## src/fpdi_pkg.sv

```systemverilog
/*
 * Package for the flash sleep, identity and OTP-program command block.
 * Assumes one 40 MHz system clock; the serial link is sampled, not clocked.
 */
package fpdi_pkg;

    // ------------------------------------------------------------------
    // Opcodes
    // ------------------------------------------------------------------
    localparam logic [7:0] OP_SLEEP_ENTRY = 8'hB9;
    localparam logic [7:0] OP_WAKE_AND_CODE = 8'hAB;
    localparam logic [7:0] OP_MAKER_DEV = 8'h90;
    localparam logic [7:0] OP_IDENT_READ = 8'h9F;
    localparam logic [7:0] OP_OTP_PROGRAM = 8'h42;
    localparam logic [7:0] OP_WRITE_ENABLE = 8'h06;
    localparam logic [7:0] OP_SOFT_RESET = 8'h99;

    // ------------------------------------------------------------------
    // Identity values (arbitrary, neutral)
    // ------------------------------------------------------------------
    localparam logic [7:0] MAKER_CODE = 8'h5A;
    localparam logic [7:0] DEVICE_CODE = 8'h17;
    localparam logic [7:0] MEM_TYPE = 8'h70;
    localparam logic [7:0] CAPACITY = 8'h18;

    // ------------------------------------------------------------------
    // OTP sector map
    // ------------------------------------------------------------------
    localparam logic [23:0] OTP_BASE_0 = 24'hFFF000;
    localparam logic [23:0] OTP_BASE_1 = 24'hFFE000;
    localparam logic [23:0] OTP_BASE_2 = 24'hFFD000;
    localparam logic [23:0] OTP_SPAN_MASK = 24'h0001FF;
    localparam logic [23:0] ADDR_DEV_FIRST = 24'h000001;
    localparam int OTP_MAX_BYTES = 256;

    // ------------------------------------------------------------------
    // Timing
    // ------------------------------------------------------------------
    localparam int CLK_PERIOD_NS = 25;
    localparam int SLEEP_ENTRY_DELAY_NS = 3000;
    localparam int WAKE_DELAY_SHORT_NS = 3000;
    localparam int WAKE_DELAY_WITH_READ_NS = 1800;
    localparam int OTP_PROGRAM_TIME_NS = 100000;
    localparam int SLEEP_ENTRY_CYC = (SLEEP_ENTRY_DELAY_NS + CLK_PERIOD_NS - 1) / CLK_PERIOD_NS;
    localparam int WAKE_SHORT_CYC = WAKE_DELAY_SHORT_NS / CLK_PERIOD_NS;
    localparam int WAKE_READ_CYC = WAKE_DELAY_WITH_READ_NS / CLK_PERIOD_NS;
    localparam int OTP_PROG_CYC = OTP_PROGRAM_TIME_NS / CLK_PERIOD_NS;
    localparam int TMR_W = 13;

    // ------------------------------------------------------------------
    // Types
    // ------------------------------------------------------------------
    typedef enum logic [2:0] {
        PH_OPCODE,
        PH_ADDR,
        PH_DUMMY,
        PH_OUT,
        PH_DATA,
        PH_IGNORE
    } fpdi_phase_t;

    typedef enum logic [2:0] {
        PW_STANDBY,
        PW_ENTERING,
        PW_SLEEP,
        PW_WAKING,
        PW_BUSY
    } fpdi_power_t;

    typedef struct packed {
        logic csn;
        logic sclk;
        logic sin;
    } fpdi_link_t;

    typedef struct packed {
        logic otp_wr;
        logic [23:0] otp_addr;
        logic [7:0] otp_data;
    } fpdi_otp_wr_t;

    typedef struct packed {
        logic [1:0] csn_s;
        logic [1:0] sclk_s;
        logic [1:0] sin_s;
        logic sclk_prev;
        logic csn_prev;
        fpdi_phase_t phase;
        fpdi_power_t power;
        logic [7:0] op;
        logic [7:0] shift;
        logic [2:0] bitcnt;
        logic [1:0] bytecnt;
        logic [23:0] addr;
        logic [23:0] out_word;
        logic [4:0] out_idx;
        logic [4:0] out_len;
        logic out_bit;
        logic sleep_ok;
        logic write_enable_latch;
        logic otp_armed;
        logic [8:0] otp_count;
        logic [TMR_W-1:0] tmr;
        logic otp_wr;
        logic [23:0] otp_addr;
        logic [7:0] otp_data;
    } fpdi_state_t;

endpackage

```

## src/fpdi_cmd.sv

```systemverilog
/*
 * Command interpreter for sleep entry, wake with device code, maker/device
 * code, identification read and OTP-sector program.
 * Assumes the host drives chip select, serial clock and serial input from
 * outside this clock domain; the serial clock is slow against clk_i.
 * OTP storage and all self-timed array cycles but the OTP program cycle, which is timed here, sit outside this block.
 */
`timescale 1ns/100ps
// Function
// Only the sleep entry command ever puts the device to sleep.
// Asleep, ignore all but wake and soft reset; both wake it.
// Chip select high with no busy cycle means standby, distinct from sleep.
// Sleep entry runs only if chip select rises right after bit eight.
// After valid sleep entry, wait the entry delay, then sleep.
// Sleep entry during a busy cycle is rejected; cycle continues.
// Reset leaves sleep and always starts in standby.
// Wake-only: opcode, chip select high for short wake delay, then accept.
// Wake with three dummy bytes returns device code repeatedly, MSB first.
// Wake ends: standby at once if awake, after read wake delay if asleep.
// Wake returns code when awake; ignored during busy cycles.
// Maker/device read: address zero maker first, address one device first.
// Identification shifts maker, type, capacity; ends when chip select rises.
// Identification during a busy cycle is not decoded.
// Host should not send identification while device sleeps.
// OTP program needs prior write enable; opcode, address, data bytes.
// One OTP program writes one to 256 bytes into erased locations.
// Host keeps chip select low through the whole OTP program.
// Per-sector lock bits; locked sectors ignore OTP program.
// OTP sectors at FFF000h, FFE000h, FFD000h, 512 bytes each.
// OTP program also accepted in quad command mode.
// Capture on rising serial clock, drive output on falling edges.
// Busy flag is one during any self-timed cycle.
// Write enable command sets the write enable latch.
// OTP program starts at chip select rise; latch cleared when done.
module fpdi_cmd (
    input wire logic clk_i,
    input wire logic rstn_i,
    input wire fpdi_pkg::fpdi_link_t link_i,
    input wire logic [2:0] otp_lock_bits_i,
    input wire logic quad_command_mode_i,
    input wire logic ext_busy_i,
    output logic serial_out_o,
    output logic serial_out_oe_o,
    output logic busy_flag_o,
    output logic write_enable_latch_o,
    output logic asleep_o,
    output logic standby_o,
    output fpdi_pkg::fpdi_otp_wr_t otp_wr_o
);

    fpdi_pkg::fpdi_state_t s_q;
    fpdi_pkg::fpdi_state_t s_d;

    logic csn;
    logic sclk_rise;
    logic sclk_fall;
    logic cs_rise;
    logic cs_fall;
    logic busy;
    logic [7:0] byte_in;
    logic byte_done;
    logic [1:0] otp_sector;
    logic otp_hit;

    // ------------------------------------------------------------------
    // Sampled link
    // ------------------------------------------------------------------
    assign csn = s_q.csn_s[1];
    // rising capture, falling drive
    assign sclk_rise = s_q.sclk_s[1] & ~s_q.sclk_prev;
    assign sclk_fall = ~s_q.sclk_s[1] & s_q.sclk_prev;
    assign cs_rise = csn & ~s_q.csn_prev;
    assign cs_fall = ~csn & s_q.csn_prev;
    // busy during own or external cycle
    assign busy = ext_busy_i | (s_q.power == fpdi_pkg::PW_BUSY);
    assign byte_in = {s_q.shift[6:0], s_q.sin_s[1]};
    assign byte_done = sclk_rise & (s_q.bitcnt == 3'h7);

    // OTP sector decode
    always_comb begin
        otp_hit = 1'b1;
        otp_sector = 2'h0;
        case (s_q.addr & ~fpdi_pkg::OTP_SPAN_MASK)
            fpdi_pkg::OTP_BASE_0: otp_sector = 2'h0;
            fpdi_pkg::OTP_BASE_1: otp_sector = 2'h1;
            fpdi_pkg::OTP_BASE_2: otp_sector = 2'h2;
            default: otp_hit = 1'b0;
        endcase
    end

    // ------------------------------------------------------------------
    // Next state
    // ------------------------------------------------------------------
    always_comb begin
        s_d = s_q;
        s_d.csn_s = {s_q.csn_s[0], link_i.csn};
        s_d.sclk_s = {s_q.sclk_s[0], link_i.sclk};
        s_d.sin_s = {s_q.sin_s[0], link_i.sin};
        s_d.sclk_prev = s_q.sclk_s[1];
        s_d.csn_prev = csn;
        s_d.otp_wr = 1'b0;

        // Power timer
        if (s_q.tmr != '0) begin
            s_d.tmr = s_q.tmr - 1'b1;
        end
        case (s_q.power)
            fpdi_pkg::PW_ENTERING: begin
                // entry delay then sleep
                if (s_q.tmr == '0) begin
                    s_d.power = fpdi_pkg::PW_SLEEP;
                end
            end
            fpdi_pkg::PW_WAKING: begin
                if (s_q.tmr == '0) begin
                    s_d.power = fpdi_pkg::PW_STANDBY;
                end
            end
            fpdi_pkg::PW_BUSY: begin
                // cycle end clears latch
                if (s_q.tmr == '0) begin
                    s_d.power = fpdi_pkg::PW_STANDBY;
                    s_d.write_enable_latch = 1'b0;
                end
            end
            default: begin
            end
        endcase

        // any later bit cancels entry
        if (!csn && sclk_rise) begin
            s_d.sleep_ok = 1'b0;
        end
        if (cs_fall) begin
            s_d.phase = fpdi_pkg::PH_OPCODE;
            s_d.bitcnt = 3'h0;
            s_d.bytecnt = 2'h0;
            s_d.sleep_ok = 1'b0;
            s_d.otp_armed = 1'b0;
            s_d.otp_count = 9'h000;
            // ignore selects during wake and entry delays
            if (s_q.power == fpdi_pkg::PW_WAKING || s_q.power == fpdi_pkg::PW_ENTERING) begin
                s_d.phase = fpdi_pkg::PH_IGNORE;
            end
        end else if (!csn && sclk_rise && s_q.phase != fpdi_pkg::PH_IGNORE) begin
            s_d.shift = byte_in;
            s_d.bitcnt = s_q.bitcnt + 3'h1;
            if (byte_done) begin
                case (s_q.phase)
                    fpdi_pkg::PH_OPCODE: begin
                        s_d.op = byte_in;
                        s_d.phase = fpdi_pkg::PH_IGNORE;
                        // asleep, only wake and soft reset
                        if (s_q.power == fpdi_pkg::PW_SLEEP) begin
                            if (byte_in == fpdi_pkg::OP_WAKE_AND_CODE) begin
                                s_d.phase = fpdi_pkg::PH_DUMMY;
                            end else if (byte_in == fpdi_pkg::OP_SOFT_RESET) begin
                                s_d.power = fpdi_pkg::PW_STANDBY;
                            end
                        // R11: R14: rejected while busy
                        end else if (!busy) begin
                            case (byte_in)
                                // valid only if cs rises next
                                fpdi_pkg::OP_SLEEP_ENTRY: s_d.sleep_ok = 1'b1;
                                fpdi_pkg::OP_WAKE_AND_CODE: s_d.phase = fpdi_pkg::PH_DUMMY;
                                fpdi_pkg::OP_MAKER_DEV: s_d.phase = fpdi_pkg::PH_ADDR;
                                // identification, 24 bits
                                fpdi_pkg::OP_IDENT_READ: begin
                                    s_d.phase = fpdi_pkg::PH_OUT;
                                    s_d.out_word = {fpdi_pkg::MAKER_CODE,
                                                    fpdi_pkg::MEM_TYPE,
                                                    fpdi_pkg::CAPACITY};
                                    s_d.out_len = 5'h17;
                                    s_d.out_idx = 5'h17;
                                end
                                // write enable sets latch
                                fpdi_pkg::OP_WRITE_ENABLE: s_d.write_enable_latch = 1'b1;
                                // R21: needs latch, any mode
                                fpdi_pkg::OP_OTP_PROGRAM: begin
                                    if (s_q.write_enable_latch) begin
                                        s_d.phase = fpdi_pkg::PH_ADDR;
                                    end
                                end
                                default: begin
                                end
                            endcase
                        end
                    end
                    fpdi_pkg::PH_ADDR: begin
                        s_d.addr = {s_q.addr[15:0], byte_in};
                        s_d.bytecnt = s_q.bytecnt + 2'h1;
                        if (s_q.bytecnt == 2'h2) begin
                            if (s_q.op == fpdi_pkg::OP_OTP_PROGRAM) begin
                                s_d.phase = fpdi_pkg::PH_DATA;
                            end else begin
                                // order by whole low address byte equal to one
                                s_d.phase = fpdi_pkg::PH_OUT;
                                s_d.out_len = 5'h0F;
                                s_d.out_idx = 5'h0F;
                                s_d.out_word = (byte_in == fpdi_pkg::ADDR_DEV_FIRST[7:0])
                                    ? {8'h00, fpdi_pkg::DEVICE_CODE, fpdi_pkg::MAKER_CODE}
                                    : {8'h00, fpdi_pkg::MAKER_CODE, fpdi_pkg::DEVICE_CODE};
                            end
                        end
                    end
                    fpdi_pkg::PH_DUMMY: begin
                        s_d.bytecnt = s_q.bytecnt + 2'h1;
                        // three dummies then code
                        if (s_q.bytecnt == 2'h2) begin
                            s_d.phase = fpdi_pkg::PH_OUT;
                            s_d.out_word = {16'h0000, fpdi_pkg::DEVICE_CODE};
                            s_d.out_len = 5'h07;
                            s_d.out_idx = 5'h07;
                        end
                    end
                    fpdi_pkg::PH_DATA: begin
                        // R17: locked or foreign address ignored
                        if (otp_hit && !otp_lock_bits_i[otp_sector] &&
                            s_q.otp_count != 9'(fpdi_pkg::OTP_MAX_BYTES)) begin
                            s_d.otp_wr = 1'b1;
                            s_d.otp_data = byte_in;
                            s_d.otp_addr = s_q.addr;
                            s_d.otp_count = s_q.otp_count + 9'h001;
                            s_d.otp_armed = 1'b1;
                            // Wrap inside the 256-byte window
                            s_d.addr = {s_q.addr[23:8], s_q.addr[7:0] + 8'h01};
                        end
                    end
                    default: begin
                    end
                endcase
            end
        end

        // output on falling edges, repeating
        if (!csn && sclk_fall && s_q.phase == fpdi_pkg::PH_OUT) begin
            s_d.out_bit = s_q.out_word[s_q.out_idx];
            s_d.out_idx = (s_q.out_idx == 5'h00) ? s_q.out_len : s_q.out_idx - 5'h01;
        end

        if (cs_rise) begin
            s_d.phase = fpdi_pkg::PH_IGNORE;
            s_d.out_bit = 1'b0;
            // R1: R5: only exact-boundary entry
            if (s_q.sleep_ok && s_q.bitcnt == 3'h0 && !busy) begin
                s_d.power = fpdi_pkg::PW_ENTERING;
                s_d.tmr = fpdi_pkg::TMR_W'(fpdi_pkg::SLEEP_ENTRY_CYC);
            end
            // R8: wake from sleep after delay
            if (s_q.power == fpdi_pkg::PW_SLEEP && s_q.op == fpdi_pkg::OP_WAKE_AND_CODE) begin
                s_d.power = fpdi_pkg::PW_WAKING;
                // Wake-only frame: opcode alone, no dummy byte completed
                s_d.tmr = (s_q.phase == fpdi_pkg::PH_DUMMY && s_q.bytecnt == 2'h0)
                    ? fpdi_pkg::TMR_W'(fpdi_pkg::WAKE_SHORT_CYC)
                    : fpdi_pkg::TMR_W'(fpdi_pkg::WAKE_READ_CYC);
            end
            // program cycle at byte boundary
            if (s_q.phase == fpdi_pkg::PH_DATA && s_q.otp_armed && s_q.bitcnt == 3'h0) begin
                s_d.power = fpdi_pkg::PW_BUSY;
                s_d.tmr = fpdi_pkg::TMR_W'(fpdi_pkg::OTP_PROG_CYC);
            end
        end
    end

    // reset always lands in standby
    always_ff @(posedge clk_i or negedge rstn_i) begin
        if (!rstn_i) begin
            s_q <= '0;
            s_q.csn_s <= 2'h3;
            s_q.csn_prev <= 1'b1;
            s_q.phase <= fpdi_pkg::PH_IGNORE;
            s_q.power <= fpdi_pkg::PW_STANDBY;
        end else begin
            s_q <= s_d;
        end
    end

    // ------------------------------------------------------------------
    // Outputs
    // ------------------------------------------------------------------
    assign serial_out_o = s_q.out_bit;
    assign serial_out_oe_o = ~csn & (s_q.phase == fpdi_pkg::PH_OUT);
    assign busy_flag_o = busy;
    assign write_enable_latch_o = s_q.write_enable_latch;
    assign asleep_o = (s_q.power == fpdi_pkg::PW_SLEEP);
    // standby distinct from sleep
    assign standby_o = csn & ~busy & (s_q.power == fpdi_pkg::PW_STANDBY);
    assign otp_wr_o = '{otp_wr: s_q.otp_wr, otp_addr: s_q.otp_addr, otp_data: s_q.otp_data};

endmodule

```

## config.mk

```make
export PLATFORM = sky130hd
export DESIGN_NAME = fpdi_cmd
export DESIGN_NICKNAME = d
export VERILOG_FILES = /design/src/fpdi_pkg.sv /design/src/fpdi_cmd.sv
export SDC_FILE = /design/constraint.sdc
export NUM_CORES = 1
export LEC_CHECK = 0
export BUFFER_PORTS_ARGS = -buffer_cell sky130_fd_sc_hd__buf_2
export CAP_MARGIN = 10
export CORE_UTILIZATION = 55
export CTS_CLUSTER_SIZE = 40
export DETAILED_ROUTE_END_ITERATION = 8
export MAX_ROUTING_LAYER = met4
export PLACE_DENSITY = 0.74
export SETUP_SLACK_MARGIN = 0.1
export SYNTH_ARGS = -nofsm -noshare
export SYNTH_HDL_FRONTEND = slang
export SYNTH_SLANG_ARGS = --single-unit
```

## constraint.sdc

```tcl
create_clock -name clk_i -period 3.7 [get_ports clk_i]
set_input_delay 0.925 -clock clk_i [delete_from_list [all_inputs] [get_ports clk_i]]
set_output_delay 0.925 -clock clk_i [all_outputs]
set_load 0.005 [all_outputs]
```

[Word-level counts from Yosys, hierarchy flattened]
Cells that the tools add are included.
Cells by class
  reductions and logical operators: 50
  $lt $le $gt $ge: 2
  mux-type cells: 75
  add/subtract/negate cells: 6
  eq/ne operators: 41
  bitwise logic cells: 16
Operator list (number)
  34-bit two-way mux: 6
  33-bit two-way mux: 5
  34-bit case mux with 3 select lines: 1
  85-bit two-way mux: 1
  13-bit two-way mux: 5
  60-bit two-way mux: 1
  3-bit two-way mux: 17
  8-bit equality test, second input constant: 6
  24-bit case mux with 2 select lines: 1
  15-bit equality test, second input constant: 3
  10-bit two-way mux: 4
  12-bit two-way mux: 2
  10-bit AND reduction: 2
  5-bit AND reduction: 4
  19-bit two-way mux: 1
  3-bit inequality test, second input constant: 6
  2-bit nonzero test: 9
  8-bit by 7-bit equality test with 1-bit output, second input constant: 2
  15-bit two-way mux: 1
  5-bit two-way mux: 3
  14-bit two-way mux: 1
  13-bit logical NOT: 1
  13-bit nonzero test: 1
  13-bit by 1-bit subtractor with 13-bit output, second input constant: 1
  46 further kinds: 106
Storage, ports and cells
  register bits: 152
  output and inout port bits: 39
  word-level logic and storage cells: 215

[Depth between registers and ports, before layout]
  depth in word-level cells: 16
  depth in mapped cells: 9

[Worst setup path after synthesis]
OpenSTA, ideal clock, no wires.
  path kind: register to register
  start point: reg s_q[120] in the netlist's numbering
  end point: reg s_q[139] in the netlist's numbering
  cell stages (with the launch flop): 9
  arrival: 2.344 ns
  setup time: 0.132 ns
  buffers on the path: 1
  slack: 1.224 ns
  path through: dfrtp_1 -> ha_1 -> ha_1 -> nand4bb_1 -> or4b_2 -> buf_2 -> or4_1 -> o211ai_1 -> o21ai_0
RTL lines
  start, declared: RTL line fpdi_cmd.sv:51  | fpdi_pkg::fpdi_state_t s_q;

[Worst setup path in the final report]
  start point: reg s_q[120] in the netlist's numbering
  end point: reg s_q[52] in the netlist's numbering
On the way
  cells in the longest elaborated chain, start to end: 4
RTL lines
  3-bit equality test: RTL line fpdi_cmd.sv:77  | assign byte_done = sclk_rise & (s_q.bitcnt == 3'h7);
  1-bit AND: RTL line fpdi_cmd.sv:77
  2-bit nonzero test (no source line)
  4-bit AND reduction (no source line)
No other way between the ends.
A chain may end at the register's enable or synchronous reset.

==> metrics.yaml <==
run_status: "finished clean"
max_rail_drop_vdd_v: 0.000328
post-route-min-period_ns: 2.92
cp_data_arrival_time_ns: 3.27
cell_internal_pwr_w: 0.00294
max_cap_violations: 0
grtUsageMet2_pct: 39.6
grt_pass1_vias: 4952
grt_setup_unrepaired: "false"
buffer_levels_on_the_longest_clock_path: 2
via_per_inst: 6.12
n_antenna_cell: 0
instances_no_fill: 799
synthDistinctLibCells: 69
drive_gt1_share_pct: 21.3
placedCellCount: 767
cts.sinks: 132
switching_power_w: 0.00106
sequential_area_share_after_synthesis_pct: 49.6
power.share.sequential_pct: 43.7
fin_nets: 665
p_comb_share_pct: 10.7
syn_area_per_cell_sq_um: 10.4
cts-hold-fix-buffers: 0
drc: 0
final_cell_area_sq_um: 7390
synth_top_flop_cell: "sky130_fd_sc_hd__dfrtp_1"
cts.clk_slew.worst_paths_ns: 0.06
yosys-top-cells-area: "sky130_fd_sc_hd__dfrtp_1 (48%), sky130_fd_sc_hd__mux2_2 (6.4%), sky130_fd_sc_hd__buf_4 (3.7%)"
drv_slew: 0
antenna_left: 0
timing.setup.critical_path_class: "flop to flop"
end_kind: "flop"
synthDominantCellAreaShare_pct: 47.6
totalPowerFinal_w: 0.00399
busiest_layer: "met2"
critical_path.startpoint: "s_q[120]"
cts_tree: "built"
worst_skew_pair.late_latency_ns: 0.43
grt.overflow.total: 0
postCtsSetupBuffers: 0
numPortBuffers: 47
number_of_iterations_in_the_first_detailed_routing_pass: 5
pwr_density_cell_nw_per_um2: 540
final_core_utilization_pct: 63.6
synthesis.area_sq_um: 6670
required_ns: 4.05
synthArstFlopShare_pct: 100
max_freq_mhz: 342
floorplan.core_area_sq_um: 11600
yosysTopAreaCell: "sky130_fd_sc_hd__dfrtp_1"
initial_antenna_violation_count: 0
reg2reg_from: "s_q[120]"
gpl.final_weighted_congestion: 0.939
finalSetupViolCount: 0
place_hpwl_um: 9350
wire_per_inst_um: 17.8
yosys_warnings: 0
ys_ff_latch: 132
setup-tns-final_ns: 0
grt_first_pass_wirelength_um: 24200
setup.worst_path.start_class: "flop"
die_area_sq_um: 12600
max-slew-margin-rel_pct: 35.8
nFillCells: 907
final.setup_skew_ns: 0.00760
routed-via-count: 4891
core.rowCount: 39
cts_made_buffers: 17
area.growth.synth_to_final_pct: 10.7
cts_resized: 0
netSwitchingFraction_pct: 26.5
grt_util_met3_pct: 6.21
die-width_um: 112
power.leakage_nw: 3.56
worstMarginPinSlew_ns: 0.950
synth-edff-count: 0
timing_hold_violations_final: 0
synth_fp_nets: 661
cts-htree-levels: 4
ctsRootBufferMaster: "sky130_fd_sc_hd__clkbuf_16"
floorplan.io_pins: 49
reg2reg_depth: 7
floorplan.initialDensity_pct: 57.5
total_placed_instance_area_sq_um: 6750
min_period_over_period_pct: 79.0
track_usage_pct: 25.2
hold_crit_path_type: "flop to flop"
power_frac_clock_pct: 45.6
synth_cells: 639
hp-start: "s_d[149]"
worstPathMaxFanout: 9
grt_start_max_net_pins: 133
drt-total-wl_um: 14200
detailedRoute.firstIterationViolations: 279
holdPathStages: 0
global_route.usage.met1_pct: 31.6
die_y_um: 112
## logic make-up after synthesis
family	share of synthesized area, %
compound gates	10.5
xor+xnor	2.36
fa+ha+maj	2.25
buf+inv	7.37
flops	49.6
mux	8.06
simple gates	19.9
## placed cells by master, fill, tap and decap left out, types with 4 or more instances in the layout
| master | netlist | routed |
|---|---|---|
| sky130_fd_sc_hd__nand3b_1 | 7 | 7 |
| sky130_fd_sc_hd__mux2i_1 | 11 | 11 |
| sky130_fd_sc_hd__o22a_1 | 7 | 7 |
| sky130_fd_sc_hd__nor3b_1 | 7 | 7 |
| sky130_fd_sc_hd__o21ai_0 | 22 | 22 |
| sky130_fd_sc_hd__nand4_1 | 9 | 9 |
| sky130_fd_sc_hd__nor4bb_1 | 4 | 4 |
| sky130_fd_sc_hd__bufinv_16 | 0 | 4 |
| sky130_fd_sc_hd__nor2_1 | 34 | 34 |
| sky130_fd_sc_hd__or3_1 | 5 | 5 |
| sky130_fd_sc_hd__nand2_1 | 52 | 52 |
| sky130_fd_sc_hd__a211oi_1 | 4 | 4 |
| sky130_fd_sc_hd__nor4_1 | 10 | 10 |
| sky130_fd_sc_hd__xnor2_1 | 11 | 11 |
| sky130_fd_sc_hd__a21boi_0 | 4 | 4 |
| sky130_fd_sc_hd__clkbuf_16 | 0 | 17 |
| sky130_fd_sc_hd__nand2b_1 | 18 | 18 |
| sky130_fd_sc_hd__dfstp_2 | 5 | 5 |
| sky130_fd_sc_hd__nor4b_1 | 5 | 5 |
| sky130_fd_sc_hd__mux2_2 | 38 | 38 |
| sky130_fd_sc_hd__nor3_1 | 10 | 10 |
| sky130_fd_sc_hd__ha_1 | 12 | 12 |
| sky130_fd_sc_hd__a21oi_1 | 20 | 20 |
| sky130_fd_sc_hd__o31ai_1 | 6 | 6 |
| sky130_fd_sc_hd__buf_2 | 6 | 46 |
| sky130_fd_sc_hd__xor2_1 | 7 | 7 |
| sky130_fd_sc_hd__and3_1 | 7 | 7 |
| sky130_fd_sc_hd__nand3_1 | 28 | 28 |
| sky130_fd_sc_hd__inv_1 | 24 | 24 |
| sky130_fd_sc_hd__a21o_1 | 4 | 4 |
| sky130_fd_sc_hd__dfrtp_1 | 127 | 127 |
| sky130_fd_sc_hd__buf_4 | 33 | 6 |
| sky130_fd_sc_hd__a31oi_1 | 8 | 8 |
| sky130_fd_sc_hd__or4_1 | 10 | 10 |
## path summary, 6_finish.rpt
path / slack (ns) / to
worst max-delay path: 0.78 / s_q[52]
worst min-delay path: 0.35 / s_d[145]
min in group asynchronous: 0.56 / s_q[61]
max in group asynchronous: 2.55 / s_q[118]
worst min register to register: 0.35 / s_d[145]
worst max register to register: 0.78 / s_q[52]
## worst max-delay path: stages, from the launching register on
cell	delay, ns
sky130_fd_sc_hd__dfrtp_1	0.37
sky130_fd_sc_hd__ha_1	0.16
sky130_fd_sc_hd__ha_1	0.28
sky130_fd_sc_hd__nand4bb_1	0.32
sky130_fd_sc_hd__a2111oi_2	0.70
sky130_fd_sc_hd__nand3_2	0.30
sky130_fd_sc_hd__or4_1	0.56
sky130_fd_sc_hd__a21oi_1	0.16
## synthesized netlist by cell type (4+ instances only)
library cell,count
sky130_fd_sc_hd__nand3b_1,7
sky130_fd_sc_hd__nor3b_1,7
sky130_fd_sc_hd__clkbuf_1,25
sky130_fd_sc_hd__buf_2,6
sky130_fd_sc_hd__a211oi_1,4
sky130_fd_sc_hd__xnor2_1,11
sky130_fd_sc_hd__ha_1,12
sky130_fd_sc_hd__a21oi_1,20
sky130_fd_sc_hd__o21ai_0,22
sky130_fd_sc_hd__nand4_1,9
sky130_fd_sc_hd__o31ai_1,6
sky130_fd_sc_hd__a31oi_1,8
sky130_fd_sc_hd__nor4b_1,5
sky130_fd_sc_hd__a21boi_0,4
sky130_fd_sc_hd__dfstp_2,5
sky130_fd_sc_hd__nand3_1,28
sky130_fd_sc_hd__mux2i_1,11
sky130_fd_sc_hd__nor4bb_1,4
sky130_fd_sc_hd__dfrtp_1,127
sky130_fd_sc_hd__xor2_1,7
sky130_fd_sc_hd__nand2_1,52
sky130_fd_sc_hd__inv_1,24
sky130_fd_sc_hd__nor3_1,10
sky130_fd_sc_hd__nand2b_1,18
sky130_fd_sc_hd__and3_1,7
sky130_fd_sc_hd__o22a_1,7
sky130_fd_sc_hd__nor4_1,10
sky130_fd_sc_hd__a21o_1,4
sky130_fd_sc_hd__nor2_1,34
sky130_fd_sc_hd__or4_1,10
sky130_fd_sc_hd__mux2_2,38
sky130_fd_sc_hd__or3_1,5
sky130_fd_sc_hd__buf_4,33
## flip-flops by register name (all words and copies together), names as in the netlist
name                  count
csn                       1
byte_in                   8
s_d                       4
s_q                      84
serial_out_o              1
otp_wr_o                 33
write_enable_latch_o      1
## through the flow
| step | setup slack [ns] | hold WS (ns) |
|---|---|---|
| after floorplan | 1.22 | 0.331 |
| after global placement | 0.885 | 0.332 |
| after detailed placement | 0.820 | 0.344 |
| after CTS | 0.799 | 0.355 |
| after global routing | 0.680 | 0.357 |
| final | 0.778 | 0.352 |
## cell type report
class	count	area [sq um]	area share, %
timing repair buffer	53	295	4.00
multi-input combinational	415	2870	38.9
clock inverter	12	176	2.39
tap	143	179	2.42
clock buffer	20	467	6.32
sequential	132	3310	44.8
inverter	24	90.1	1.22
## power by group through the flow
stage          logic (W)  clock network [W]  registers [W]
6_report        0.000426            0.00182        0.00175
5_1_grt         0.000480            0.00190        0.00177
4_1_cts         0.000428            0.00183        0.00174
3_5_place_dp    0.000421                  0        0.00177
3_3_place_gp    0.000402                  0        0.00175
2_1_floorplan   0.000364                  0        0.00167
## layer usage
| metal | vias to the layer above | part of all wire (%) |
|---|---|---|
| li1 | 2262 | - |
| met5 | - | 0 |
| met1 | 2441 | 43 |
| met4 | 0 | 1.9 |
| met3 | 26 | 5.5 |
| met2 | 162 | 49 |
No activity file was read; power rests on OpenSTA's default activity.
